<file path="src/common/bit_port_pkg.sv">
package bit_port_pkg;

  // port modes, decoded from the mode selects
  typedef enum logic [1:0] {
    MODE_FRAMED,
    MODE_TX,
    MODE_RX,
    MODE_RAW
  } port_mode_t;

  typedef enum logic [2:0] {
    PH_IDLE,
    PH_TX_LOW,
    PH_TX_HIGH,
    PH_RX_SETUP,
    PH_RX_HIGH,
    PH_RX_LOW
  } phase_t;

  // timing: bit clock half period, about 106 kbit/s
  localparam int CLK_PERIOD_NS = 5;
  localparam int BIT_HALF_NS   = 4720;
  localparam int BIT_HALF_CYC  = (BIT_HALF_NS + CLK_PERIOD_NS - 1) / CLK_PERIOD_NS;

  // transmit bit buffer
  localparam int TX_FIFO_WIDTH = 1;
  localparam int TX_FIFO_DEPTH = 32;

  // pin synchroniser lanes
  localparam int SYNC_LANES  = 4;
  localparam int SYNC_TX_EN  = 0;
  localparam int SYNC_TX_DAT = 1;
  localparam int SYNC_MOD    = 2;
  localparam int SYNC_DEMOD  = 3;

  localparam logic [1:0] SCHEME_RESET = 2'h0;

endpackage : bit_port_pkg

</file>
<file path="src/logic/bit_port.sv">
// Operation
// - raw mode puts demodulated subcarrier on serial output; host decodes it.
// - transmit mode only sends, receive mode only receives, same internal layer.
// - bit modes go through built-in coders, four modulation schemes only.
// - every bit in bit modes except the first transmit bit moves with a device-made bit clock.
// - receive mode puts each decoded bit on the serial output.
// - receive mode drives a bit clock with each decoded bit.
// - receive mode raises interrupt when the incoming frame ends.
// - while enable high and the buffer has room, device pulses bit clock asking for next bit.
// - framed mode uses built-in FIFO and serial bus for host traffic.
// - host changes data on rising edge, device latches on falling edge.
`timescale 1ns/1ps
`default_nettype none
module bit_port
  import bit_port_pkg::*;
#(
  parameter int HALF_CYCLES = BIT_HALF_CYC
) (
  // clock and reset
  input  wire logic       i_clk,
  input  wire logic       i_arst_n,
  // mode selects from the control logic
  input  wire logic       i_bit_level_transmit_mode,
  input  wire logic       i_bit_level_receive_mode,
  input  wire logic       i_raw_front_end_mode,
  input  wire logic [1:0] i_scheme,
  // host pins
  input  wire logic       i_tx_enable,
  input  wire logic       i_tx_data,
  input  wire logic       i_modulation_input_pin,
  output logic            o_bit_clock,
  output logic            o_serial_out,
  output logic            o_irq,
  // framed-mode serial data from the framing engine
  input  wire logic       i_framed_miso,
  // encoder side
  output logic            o_enc_valid,
  output logic            o_enc_bit,
  input  wire logic       i_enc_ready,
  output logic [1:0]      o_enc_scheme,
  output logic            o_enc_frame,
  // decoder side
  input  wire logic       i_dec_valid,
  input  wire logic       i_dec_bit,
  input  wire logic       i_dec_end,
  output logic            o_dec_ready,
  // analogue front end
  input  wire logic       i_raw_demod,
  output logic            o_front_end_mod
);
  localparam int CNT_W = $clog2(HALF_CYCLES + 1);

  typedef struct packed {
    logic [SYNC_LANES-1:0] sync1;
    logic [SYNC_LANES-1:0] sync2;
    logic [SYNC_LANES-1:0] sync3;
    logic [SYNC_LANES-1:0] filt;
    phase_t                phase;
    logic [CNT_W-1:0]      cnt;
    logic                  bit_clock;
    logic                  serial_out;
    logic                  mod_out;
    logic                  irq;
    logic                  end_pend;
    logic                  rx_bit;
    logic                  dec_ready;
    logic                  frame;
    logic                  push;
    logic                  push_bit;
    logic [1:0]            scheme;
  } port_state_t;

  port_state_t s;
  port_state_t next_s;
  port_mode_t  cur_mode;
  logic        en_f;
  logic        dat_f;
  logic        fifo_in_ready;
  logic        fifo_empty;
  logic        cnt_end;

  // raw mode wins, since it bypasses the coders entirely
  function automatic port_mode_t decode_mode(input logic raw, input logic tx, input logic rx);
    if (raw) begin
      return MODE_RAW;
    end else if (tx) begin
      return MODE_TX;
    end else if (rx) begin
      return MODE_RX;
    end
    return MODE_FRAMED;
  endfunction : decode_mode

  assign cur_mode = decode_mode(i_raw_front_end_mode, i_bit_level_transmit_mode,
                                i_bit_level_receive_mode);
  assign en_f     = s.filt[SYNC_TX_EN];
  assign dat_f    = s.filt[SYNC_TX_DAT];
  assign cnt_end  = (s.cnt == CNT_W'(HALF_CYCLES - 1));

  // latched transmit bits wait here until the encoder takes them
  bit_fifo #(
    .WIDTH (TX_FIFO_WIDTH),
    .DEPTH (TX_FIFO_DEPTH)
  ) u_tx_fifo (
    .i_clk       (i_clk),
    .i_arst_n    (i_arst_n),
    .i_in_valid  (s.push),
    .i_in_data   (s.push_bit),
    .o_in_ready  (fifo_in_ready),
    .o_out_valid (o_enc_valid),
    .o_out_data  (o_enc_bit),
    .i_out_ready (i_enc_ready),
    .o_empty     (fifo_empty)
  );

  always_comb begin
    next_s        = s;
    next_s.sync1  = {i_raw_demod, i_modulation_input_pin, i_tx_data, i_tx_enable};
    next_s.sync2  = s.sync1;
    next_s.sync3  = s.sync2;
    // a pin change counts only once the last two stages agree
    next_s.filt   = (~(s.sync2 ^ s.sync3) & s.sync3) | ((s.sync2 ^ s.sync3) & s.filt);
    next_s.push   = 1'b0;
    next_s.mod_out = 1'b0;
    next_s.scheme = i_scheme;
    next_s.bit_clock = 1'b0;
    next_s.dec_ready = 1'b0;
    unique case (cur_mode)
      MODE_RAW: begin
        next_s.serial_out = s.filt[SYNC_DEMOD];
        next_s.mod_out    = s.filt[SYNC_MOD];
      end
      MODE_FRAMED: next_s.serial_out = i_framed_miso;
      MODE_TX:     next_s.serial_out = 1'b0;
      MODE_RX:     next_s.serial_out = s.rx_bit;
    endcase
    if (s.cnt != CNT_W'(HALF_CYCLES - 1)) begin
      next_s.cnt = s.cnt + 1'b1;
    end
    unique case (s.phase)
      PH_IDLE: begin
        if (cur_mode == MODE_TX && en_f && fifo_in_ready) begin
          // first bit was already on the pin when enable went high
          next_s.push     = 1'b1;
          next_s.push_bit = dat_f;
          next_s.frame    = 1'b1;
          next_s.phase    = PH_TX_LOW;
          next_s.cnt      = '0;
        end else if (cur_mode == MODE_RX && i_dec_valid && s.dec_ready) begin
          next_s.rx_bit     = i_dec_bit;
          next_s.serial_out = i_dec_bit;
          next_s.phase      = PH_RX_SETUP;
          next_s.cnt        = '0;
        end
      end
      PH_TX_LOW: begin
        if (cur_mode != MODE_TX || !en_f) begin
          next_s.phase = PH_IDLE;
        end else if (cnt_end && fifo_in_ready) begin
          // the rising edge asks the host for its next bit
          next_s.bit_clock = 1'b1;
          next_s.phase     = PH_TX_HIGH;
          next_s.cnt       = '0;
        end
      end
      PH_TX_HIGH: begin
        if (cur_mode != MODE_TX) begin
          next_s.phase = PH_IDLE;
        end else if (cnt_end) begin
          // a requested bit is latched even if enable dropped meanwhile
          next_s.push     = 1'b1;
          next_s.push_bit = dat_f;
          next_s.phase    = PH_TX_LOW;
          next_s.cnt      = '0;
        end else begin
          next_s.bit_clock = 1'b1;
        end
      end
      PH_RX_SETUP, PH_RX_HIGH, PH_RX_LOW: begin
        if (cur_mode != MODE_RX) begin
          next_s.phase = PH_IDLE;
        end else begin
          next_s.bit_clock = (s.phase == PH_RX_HIGH) ^ (s.phase == PH_RX_SETUP && cnt_end);
          if (s.phase == PH_RX_HIGH && cnt_end) begin
            next_s.bit_clock = 1'b0;
          end
          if (cnt_end) begin
            next_s.cnt   = '0;
            next_s.phase = (s.phase == PH_RX_SETUP) ? PH_RX_HIGH :
                           (s.phase == PH_RX_HIGH) ? PH_RX_LOW : PH_IDLE;
          end
        end
      end
      default: next_s.phase = PH_IDLE;
    endcase
    // frame stays open until every latched bit has left the buffer
    if (s.frame && s.phase == PH_IDLE && !en_f && fifo_empty && !s.push) begin
      next_s.frame = 1'b0;
    end
    if (cur_mode == MODE_RX) begin
      if (s.end_pend && s.phase == PH_IDLE) begin
        next_s.irq      = 1'b1;
        next_s.end_pend = 1'b0;
      end
      // a new frame end in the hand-off cycle stays pending
      if (i_dec_end) begin
        next_s.end_pend = 1'b1;
      end
      next_s.dec_ready = (next_s.phase == PH_IDLE) && !next_s.end_pend && !next_s.irq;
    end else begin
      // leaving receive mode is what acknowledges the interrupt
      next_s.irq      = 1'b0;
      next_s.end_pend = 1'b0;
    end
  end

  always_ff @(posedge i_clk or negedge i_arst_n) begin
    if (!i_arst_n) begin
      s        <= '0;
      s.phase  <= PH_IDLE;
      s.scheme <= SCHEME_RESET;
    end else begin
      s <= next_s;
    end
  end

  assign o_bit_clock     = s.bit_clock;
  assign o_serial_out    = s.serial_out;
  assign o_irq           = s.irq;
  assign o_front_end_mod = s.mod_out;
  assign o_enc_scheme    = s.scheme;
  assign o_enc_frame     = s.frame;
  assign o_dec_ready     = s.dec_ready;

  // helper: length of each high phase of the bit clock
  logic [CNT_W:0] hi_len;
  always_ff @(posedge i_clk or negedge i_arst_n) begin
    if (!i_arst_n) begin
      hi_len <= '0;
    end else begin
      hi_len <= o_bit_clock ? hi_len + 1'b1 : '0;
    end
  end
endmodule : bit_port
`default_nettype wire

</file>
<file path="src/logic/bit_fifo.sv">
`timescale 1ns/1ps
`default_nettype none
module bit_fifo #(
  parameter int WIDTH = 1,
  parameter int DEPTH = 32
) (
  // clock and reset
  input  wire logic             i_clk,
  input  wire logic             i_arst_n,
  // filling side
  input  wire logic             i_in_valid,
  input  wire logic [WIDTH-1:0] i_in_data,
  output logic                  o_in_ready,
  // draining side
  output logic                  o_out_valid,
  output logic      [WIDTH-1:0] o_out_data,
  input  wire logic             i_out_ready,
  // nothing stored and nothing presented
  output logic                  o_empty
);
  localparam int AW = $clog2(DEPTH);

  typedef struct packed {
    logic [AW-1:0]  wr;
    logic [AW-1:0]  rd;
    logic [AW:0]    count;
    logic           out_valid;
    logic [WIDTH-1:0] out_data;
  } fifo_state_t;

  fifo_state_t      s;
  fifo_state_t      next_s;
  logic [WIDTH-1:0] mem [DEPTH];
  logic             push;
  logic             load;

  assign o_in_ready  = (s.count != (AW+1)'(DEPTH));
  assign o_out_valid = s.out_valid;
  assign o_out_data  = s.out_data;
  assign o_empty     = (s.count == '0) && !s.out_valid;

  always_comb begin
    next_s = s;
    push   = i_in_valid && o_in_ready;
    // the output register refills as soon as it is free or being taken
    load   = (s.count != '0) && (!s.out_valid || i_out_ready);
    if (load) begin
      next_s.out_data  = mem[s.rd];
      next_s.out_valid = 1'b1;
      next_s.rd        = (s.rd == AW'(DEPTH - 1)) ? '0 : AW'(s.rd + 1'b1);
    end else if (i_out_ready) begin
      next_s.out_valid = 1'b0;
    end
    if (push) begin
      next_s.wr = (s.wr == AW'(DEPTH - 1)) ? '0 : AW'(s.wr + 1'b1);
    end
    unique case ({push, load})
      2'b10:   next_s.count = s.count + 1'b1;
      2'b01:   next_s.count = s.count - 1'b1;
      default: next_s.count = s.count;
    endcase
  end

  always_ff @(posedge i_clk or negedge i_arst_n) begin
    if (!i_arst_n) begin
      s <= '0;
    end else begin
      s <= next_s;
    end
  end

  // storage has no reset; only written words are ever read
  always_ff @(posedge i_clk) begin
    if (push) begin
      mem[s.wr] <= i_in_data;
    end
  end

endmodule : bit_fifo
`default_nettype wire

</file>
<file path="config.mk">
export PLATFORM = sky130hd
export DESIGN_NAME = bit_port
export DESIGN_NICKNAME = d
export VERILOG_FILES = /design/src/common/bit_port_pkg.sv /design/src/logic/bit_port.sv /design/src/logic/bit_fifo.sv
export SDC_FILE = /design/constraint.sdc
export NUM_CORES = 1
export LEC_CHECK = 0
export ABC_AREA = 1
export BUFFER_PORTS_ARGS = -buffer_cell sky130_fd_sc_hd__buf_2
export CORE_MARGIN = 4
export CORE_UTILIZATION = 28
export CTS_CLUSTER_SIZE = 16
export DETAILED_ROUTE_END_ITERATION = 16
export PLACE_DENSITY_LB_ADDON = 0.2
export SLEW_MARGIN = 10
export SYNTH_ARGS = -nofsm -noshare
export SYNTH_HDL_FRONTEND = slang
export SYNTH_SLANG_ARGS = --single-unit
</file>
<file path="constraint.sdc">
create_clock -name i_clk -period 2.65 [get_ports i_clk]
set_input_delay 0.265 -clock i_clk [delete_from_list [all_inputs] [get_ports i_clk]]
set_output_delay 0.265 -clock i_clk [all_outputs]
set_load 0.005 [all_outputs]
</file>
==> results of run 1 <==
## worst max path at each step
stage,startpoint,endpoint,slack (ns),cells after the start
6_report,u_tx_fifo.s[5]$_DFFE_PN0P_,u_tx_fifo.s[7]$_DFFE_PN0P_,0.27,14
5_1_grt,u_tx_fifo.s[5]$_DFFE_PN0P_,u_tx_fifo.s[7]$_DFFE_PN0P_,0.006,14
4_1_cts,u_tx_fifo.s[5]$_DFFE_PN0P_,u_tx_fifo.s[7]$_DFFE_PN0P_,0.16,14
3_5_place_dp,u_tx_fifo.s[5]$_DFFE_PN0P_,u_tx_fifo.s[7]$_DFFE_PN0P_,0.18,14
3_3_place_gp,u_tx_fifo.s[5]$_DFFE_PN0P_,u_tx_fifo.s[7]$_DFFE_PN0P_,0.27,14
2_1_floorplan,u_tx_fifo.s[5]$_DFFE_PN0P_,u_tx_fifo.s[7]$_DFFE_PN0P_,0.27,14
## synthesized netlist by cell type, types with 2 or more instances
library cell  count
nor3_1           10
o211ai_1          3
buf_2             3
dfrtp_1          59
buf_4             2
inv_1            74
or2_2             5
o21ai_0          21
nor2_4            4
o21ai_2           2
a22oi_1           2
maj3_1            4
edfxtp_1         32
nand2_2           4
inv_2             5
nand4_1           6
xor2_1            8
a21oi_1          18
o21bai_1          2
nor2_2            4
clkinv_1          2
nor2_1           51
nand2_1          89
xnor2_1           3
nand3_2           3
nand3_1          52
clkbuf_1          2
ha_1             14
a21boi_1          2
nor3b_1           2
## final cells by class
| type | instances | area [um2] |
|---|---|---|
| fillers | 1660 | 10600 |
| clock buffers | 9 | 225 |
| flip-flops and latches | 91 | 2440 |
| clock inverters | 7 | 52.6 |
| multi-input cells | 317 | 1730 |
| repair buffers | 31 | 185 |
| well taps | 216 | 270 |
| inverters | 81 | 304 |
## routing by layer
metal	up-vias	global-route usage	share of wire
li1	1673	-	-
met1	1554	0.146	0.49
met2	43	0.172	0.47
met3	9	0.0250	0.033
met4	0	0.0305	0.012
met5	-	0	0
## layout by cell type, fill, tap and decap left out, types with 2 or more instances in the layout
cell type and instances:
inv_1 74, nand3_2 3, or2_2 5, inv_2 5, clkinvlp_4 3, clkinv_1 2, o21ai_0 21, a21boi_1 2
nand2_1 89, buf_4 4, o21ai_2 2, o21bai_1 2, o211ai_1 3, nor2_2 4, nand2_2 4, xor2_1 8
a21oi_1 18, a22oi_1 2, nor3_1 10, clkbuf_16 9, xnor2_1 3, nand3_1 52, dfrtp_1 59, ha_1 12
maj3_1 4, nor3b_1 2, nor2_1 51, clkinvlp_2 2, buf_2 25, edfxtp_1 32, nor2_4 4, ha_2 2
nand4_1 6
## report_power, final
group / internal [W] / total, W / switching [W]
combinational: 0.000530 / 0.00140 / 0.000868
clock: 0.000639 / 0.00120 / 0.000562
sequential: 0.00173 / 0.00199 / 0.000261
## timing repair
| item | CTS | global route |
|---|---|---|
| hold buffers | 1 | 0 |
| setup endpoints to repair | 0 | 2 |
| gates resized for setup | 0 | 2 |
| hold endpoints to repair | 59 | 0 |
## worst register-to-register path, cell delays in order (launching register included)
cell      delay (ns)
dfrtp_1         0.41
nor2_1          0.19
nand4_1         0.16
nand2_1         0.12
clkinv_1        0.10
ha_2            0.26
ha_2            0.32
nand2_1         0.08
nand2_1         0.06
nand2_1         0.06
nand3_1         0.12
a21oi_1         0.18
o21ai_0         0.10
nand2_1         0.06
nand2_1         0.04
## cells by family after synthesis
group	share of synthesized area
xor gates and xnor gates	0.0214
and+or+nand+nor	0.245
buffers and inverters	0.0758
AOI/OAI and AO/OA	0.0652
DFF	0.541
adders and majority gates	0.0522
## flip-flops by register name (all words and copies together) (netlist names), named ones only
| signal | count |
|---|---|
| u_tx_fifo.mem | 32 |
| s | 21 |
| u_tx_fifo.s | 16 |
| next_s | 8 |
| o_enc_scheme | 2 |
| o_bit_clock | 1 |
| o_dec_ready | 1 |
| o_enc_frame | 1 |
| o_front_end_mod | 1 |
| o_irq | 1 |
| o_serial_out | 1 |
| u_tx_fifo.o_out_data | 1 |
| u_tx_fifo.o_out_valid | 1 |
## per-stage QoR
| stage | total power (W) | cells | instance area, um2 |
|---|---|---|---|
| floorplan | 0.00301 | 496 | 4510 |
| global placement | 0.00341 | 735 | 4920 |
| detailed placement | 0.00343 | 735 | 4920 |
| CTS | 0.00466 | 752 | 5200 |
| global route | 0.00500 | 752 | 5210 |
| finish | 0.00459 | 752 | 5210 |
==> flow_summary.toml, run 1 <==
[critical_path]
reg2regPathDepth = 14
startpoint_type = "flop"
critPathRequiredTime_ns = 2.87
path_delay_family = "simple AND/OR/NAND/NOR gates"
end_kind = "flop"
crit_type = "flop to flop"
cp_max_fo = 8
path_buf_inv = 1
cp.arrival_ns = 2.60
timing.rr.end = "u_tx_fifo.s[7]$_DFFE_PN0P_"
path_cells = "nor2_1 > nand4_1 > nand2_1 > clkinv_1 > ha_2 > ha_2 > nand2_1 > nand2_1 > nand2_1 > nand3_1 > a21oi_1 > o21ai_0 > nand2_1 > nand2_1"
crit_top_cell = "nand2_1"
r2r_slack_ns = 0.27
cpPeakStageDelay_ns = 0.41
rr_startpoint = "u_tx_fifo.s[5]$_DFFE_PN0P_"
crit_slowest_cell = "dfrtp_1"

[min_path]
hold_depth = 1
hold_class = "input pin to flop"
min_from = "i_tx_enable"
whs_endpoint = "next_s[33]$_DFF_PN0_"

[clock_tree]
cts_tree = "done"
cts_sinks = 91
clockBufferDepth = 2
insertion_delay_ns = 0.34
cts-root-buf = "clkbuf_16"
post_cts_buffers = 0
path_clk_slew_ns = 0.07
cts_buffers = 9
htreeDepth = 3

[sta]
max_freq_mhz = 420
whs_ns = 0.0333
skew_ns = 0.0109
tns_ns = 0
finalCritPeriodShare = 0.898
tightest_slew_ns = 0.893
fin_ws_ns = 0.271
finalSetupViolations = 0
rsz0062_at_grt = "false"
finalMaxSlewViolations = 0
relSlewSlack = 0.405
hold_violations = 0
final.min_clock_period_ns = 2.38

[job]
drv_cap = 0

[die]
dieWidth_um = 135
rows = 46
io_pins = 26
fp.dieArea_um2 = 18200
core_area_um2 = 15800
fp.dieH_um = 135
initial_core_util = 0.285

[synthesis]
synth_edf_count = 32
synth.net_count = 527
synth_async_sr_flop_share = 0.648
synthTopCellsByArea = "dfrtp_1, edfxtp_1, nand2_1"
yosysTopAreaCellShare = 0.328
ys_types = 38
synth.yosys.seq_area_share = 0.541
ys.flop_type = "dfrtp_1"
syn-cell-area_um2 = 4510
synthCells = 496
yosys.area.top_type = "dfrtp_1"
avgSynthCellArea_um2 = 9.09
yosysWarnings = 0
ys_ff_latch = 91

[pwr]
worst_ir_drop_vdd_mv = 0.310
power.density_nw_per_um2 = 882
p_leak_nw = 2.35

[place]
gp_congestion = 0.804
place_ws_ns = 0.180
dpl.hpwl_mm = 6.31
placement.io_buffers = 25

[grt]
grt_max_degree = 60
grt_pass1_wl_mm = 15.8
grt.overflow.total = 0
antenna_found_initial = 0
track_usage = 0.108
grt_pass1_vias = 3281

[final_layout]
drive_above_1_share = 0.149
final_nets = 562
area_growth_pct = 15.5
diodes = 0
fin_util = 0.329

[drt]
firstDrtPassIters = 5
drtIter0Drc = 171
num_vias = 3279
drt-vias-per-instance = 4.36
final_antenna_net_count = 0
wl_per_cell_um = 12.1
routed_wirelength_mm = 9.10
drc = 0

[status]
status = "finished, final reports clean"
No activity file was read; power rests on OpenSTA's default activity.
==> run 2: changes to the inputs <==
--- a/config.mk
+++ b/config.mk
@@ -8,7 +8,7 @@
 export ABC_AREA = 1
 export BUFFER_PORTS_ARGS = -buffer_cell sky130_fd_sc_hd__buf_2
 export CORE_MARGIN = 4
-export CORE_UTILIZATION = 28
+export CORE_UTILIZATION = 61
 export CTS_CLUSTER_SIZE = 16
 export DETAILED_ROUTE_END_ITERATION = 16
 export PLACE_DENSITY_LB_ADDON = 0.2
==> flow_summary.toml, run 2 (synthesis gave the netlist of run 1 again) <==
[critical_path]
cp_max_fo = 8
crit_slowest_cell = "dfrtp_1"
crit_top_cell = "a21oi_1"
end_kind = "flop"
path_cells = "nor2_1 > nand4_2 > nand2_2 > ha_2 > inv_1 > fa_1 > inv_1 > a21oi_1 > o21bai_1 > o21ai_0 > a21oi_1 > a21oi_1"
path_buf_inv = 2
startpoint_type = "flop"
cpPeakStageDelay_ns = 0.41
path_delay_family = "adder cells"
cp.arrival_ns = 2.61
crit_type = "flop to flop"
critPathRequiredTime_ns = 2.89

[grt]
antenna_found_initial = 0
grt.overflow.total = 0
grt_pass1_wl_mm = 14.8
grt_max_degree = 38
track_usage = 0.214
grt_pass1_vias = 3312

[sta]
finalSetupViolations = 0
finalCritPeriodShare = 0.896
skew_ns = 0.0118
relSlewSlack = 0.425
tightest_slew_ns = 0.862
hold_violations = 2
max_freq_mhz = 421
rsz0062_at_grt = "false"
whs_ns = -0.00127
fin_ws_ns = 0.275
tns_ns = 0
finalMaxSlewViolations = 0
final.min_clock_period_ns = 2.37

[drt]
num_vias = 3414
wl_per_cell_um = 13.5
firstDrtPassIters = 4
drc = 0
drt-vias-per-instance = 5.33
routed_wirelength_mm = 8.66
final_antenna_net_count = 0
drtIter0Drc = 185

[die]
fp.dieArea_um2 = 8830
rows = 31
initial_core_util = 0.625
io_pins = 26
dieWidth_um = 94.0
core_area_um2 = 7210
fp.dieH_um = 94.0

[clock_tree]
cts_sinks = 91
insertion_delay_ns = 0.36
clockBufferDepth = 2
post_cts_buffers = 0
cts_buffers = 9
cts_tree = "done"
htreeDepth = 3
cts-root-buf = "clkbuf_8"
path_clk_slew_ns = 0.09

[status]
status = "complete, but fails checks"
violations = "negative hold slack"

[final_layout]
final_cell_mix = "nand2_1, inv_1, dfrtp_1, nand3_1, nor2_1"
fin_util = 0.698
drive_above_1_share = 0.148
reg_top3 = "u_tx_fifo.mem: 32 flops, s: 21 flops, u_tx_fifo.s: 16 flops"
diodes = 0
instances_no_fill = 641
layout_commonest_cell = "nand2_1"
final_area_um2 = 5030
top_register = "u_tx_fifo.mem"
largest_reg_flops = 32
area_growth_pct = 11.7
final_nets = 568

[job]
drv_cap = 0

[pwr]
internal-power_w = 0.00268
seq_power_share = 0.463
switching_share = 0.383
pwr-share-comb = 0.321
worst_ir_drop_vdd_mv = 0.668
clkPwrFrac = 0.215
switchingPower_w = 0.00167
power.density_nw_per_um2 = 863
p_leak_nw = 2.35

[place]
placed_area_um2 = 4760
placedCellCount = 619
gp_congestion = 0.878
placement.io_buffers = 25
dpl.hpwl_mm = 6.13
place_ws_ns = 0.207

[min_path]
hold_class = "input pin to async pin"
-- run 2: metal layers --
metal,track usage,part of all wire
met5,0,0
met4,0.0818,0.015
met3,0.0393,0.043
met2,0.344,0.48
met1,0.288,0.46
-- run 2: layout make-up --
class | count | area (um2)
Sequential cell | 91 | 2440
Fill cell | 568 | 2180
Multi-Input combinational cell | 317 | 1730
Inverter | 81 | 304
Timing Repair Buffer | 37 | 230
Clock buffer | 10 | 149
Tap cell | 99 | 124
Clock inverter | 6 | 58.8
-- run 2: through the flow --
stage,hold slack (ns),total power [W]
floorplan,-0.0306,0.00301
global placement,0.337,0.00332
detailed placement,0.339,0.00341
CTS,0.00195,0.00435
global route,0.0530,0.00467
finish,-0.00127,0.00435
-- run 2: timing repair --
item | CTS | global route
resized for setup | 0 | 1
hold buffers | 3 | 3
endpoints found under the setup margin | 0 | 1
hold endpoints to repair | 3 | 3
-- run 2: worst paths after layout --
kind	from	to	slack [ns]	cells after the start
worst max-delay path	u_tx_fifo.s[5]$_DFFE_PN0P_	u_tx_fifo.s[6]$_DFFE_PN0P_	0.28	12
max in group asynchronous	i_arst_n	u_tx_fifo.s[6]$_DFFE_PN0P_	1.95	2
min in group i_clk	i_raw_front_end_mode	o_front_end_mod$_DFF_PN0_	0.15	3
worst min register to register	next_s[33]$_DFF_PN0_	next_s[29]$_DFF_PN0_	0.36	0
worst max register to register	u_tx_fifo.s[5]$_DFFE_PN0P_	u_tx_fifo.s[6]$_DFFE_PN0P_	0.28	12
worst min-delay path	i_arst_n	u_tx_fifo.s[11]$_DFFE_PN0P_	-0.001	1
-- run 2: power groups by stage --
stage / Combinational (W) / Sequential, W / Clock (W)
floorplan: 0.00108 / 0.00193 / 0
global placement: 0.00130 / 0.00202 / 0
detailed placement: 0.00137 / 0.00204 / 0
CTS: 0.00139 / 0.00201 / 0.000951
global route: 0.00160 / 0.00206 / 0.00101
finish: 0.00140 / 0.00201 / 0.000936
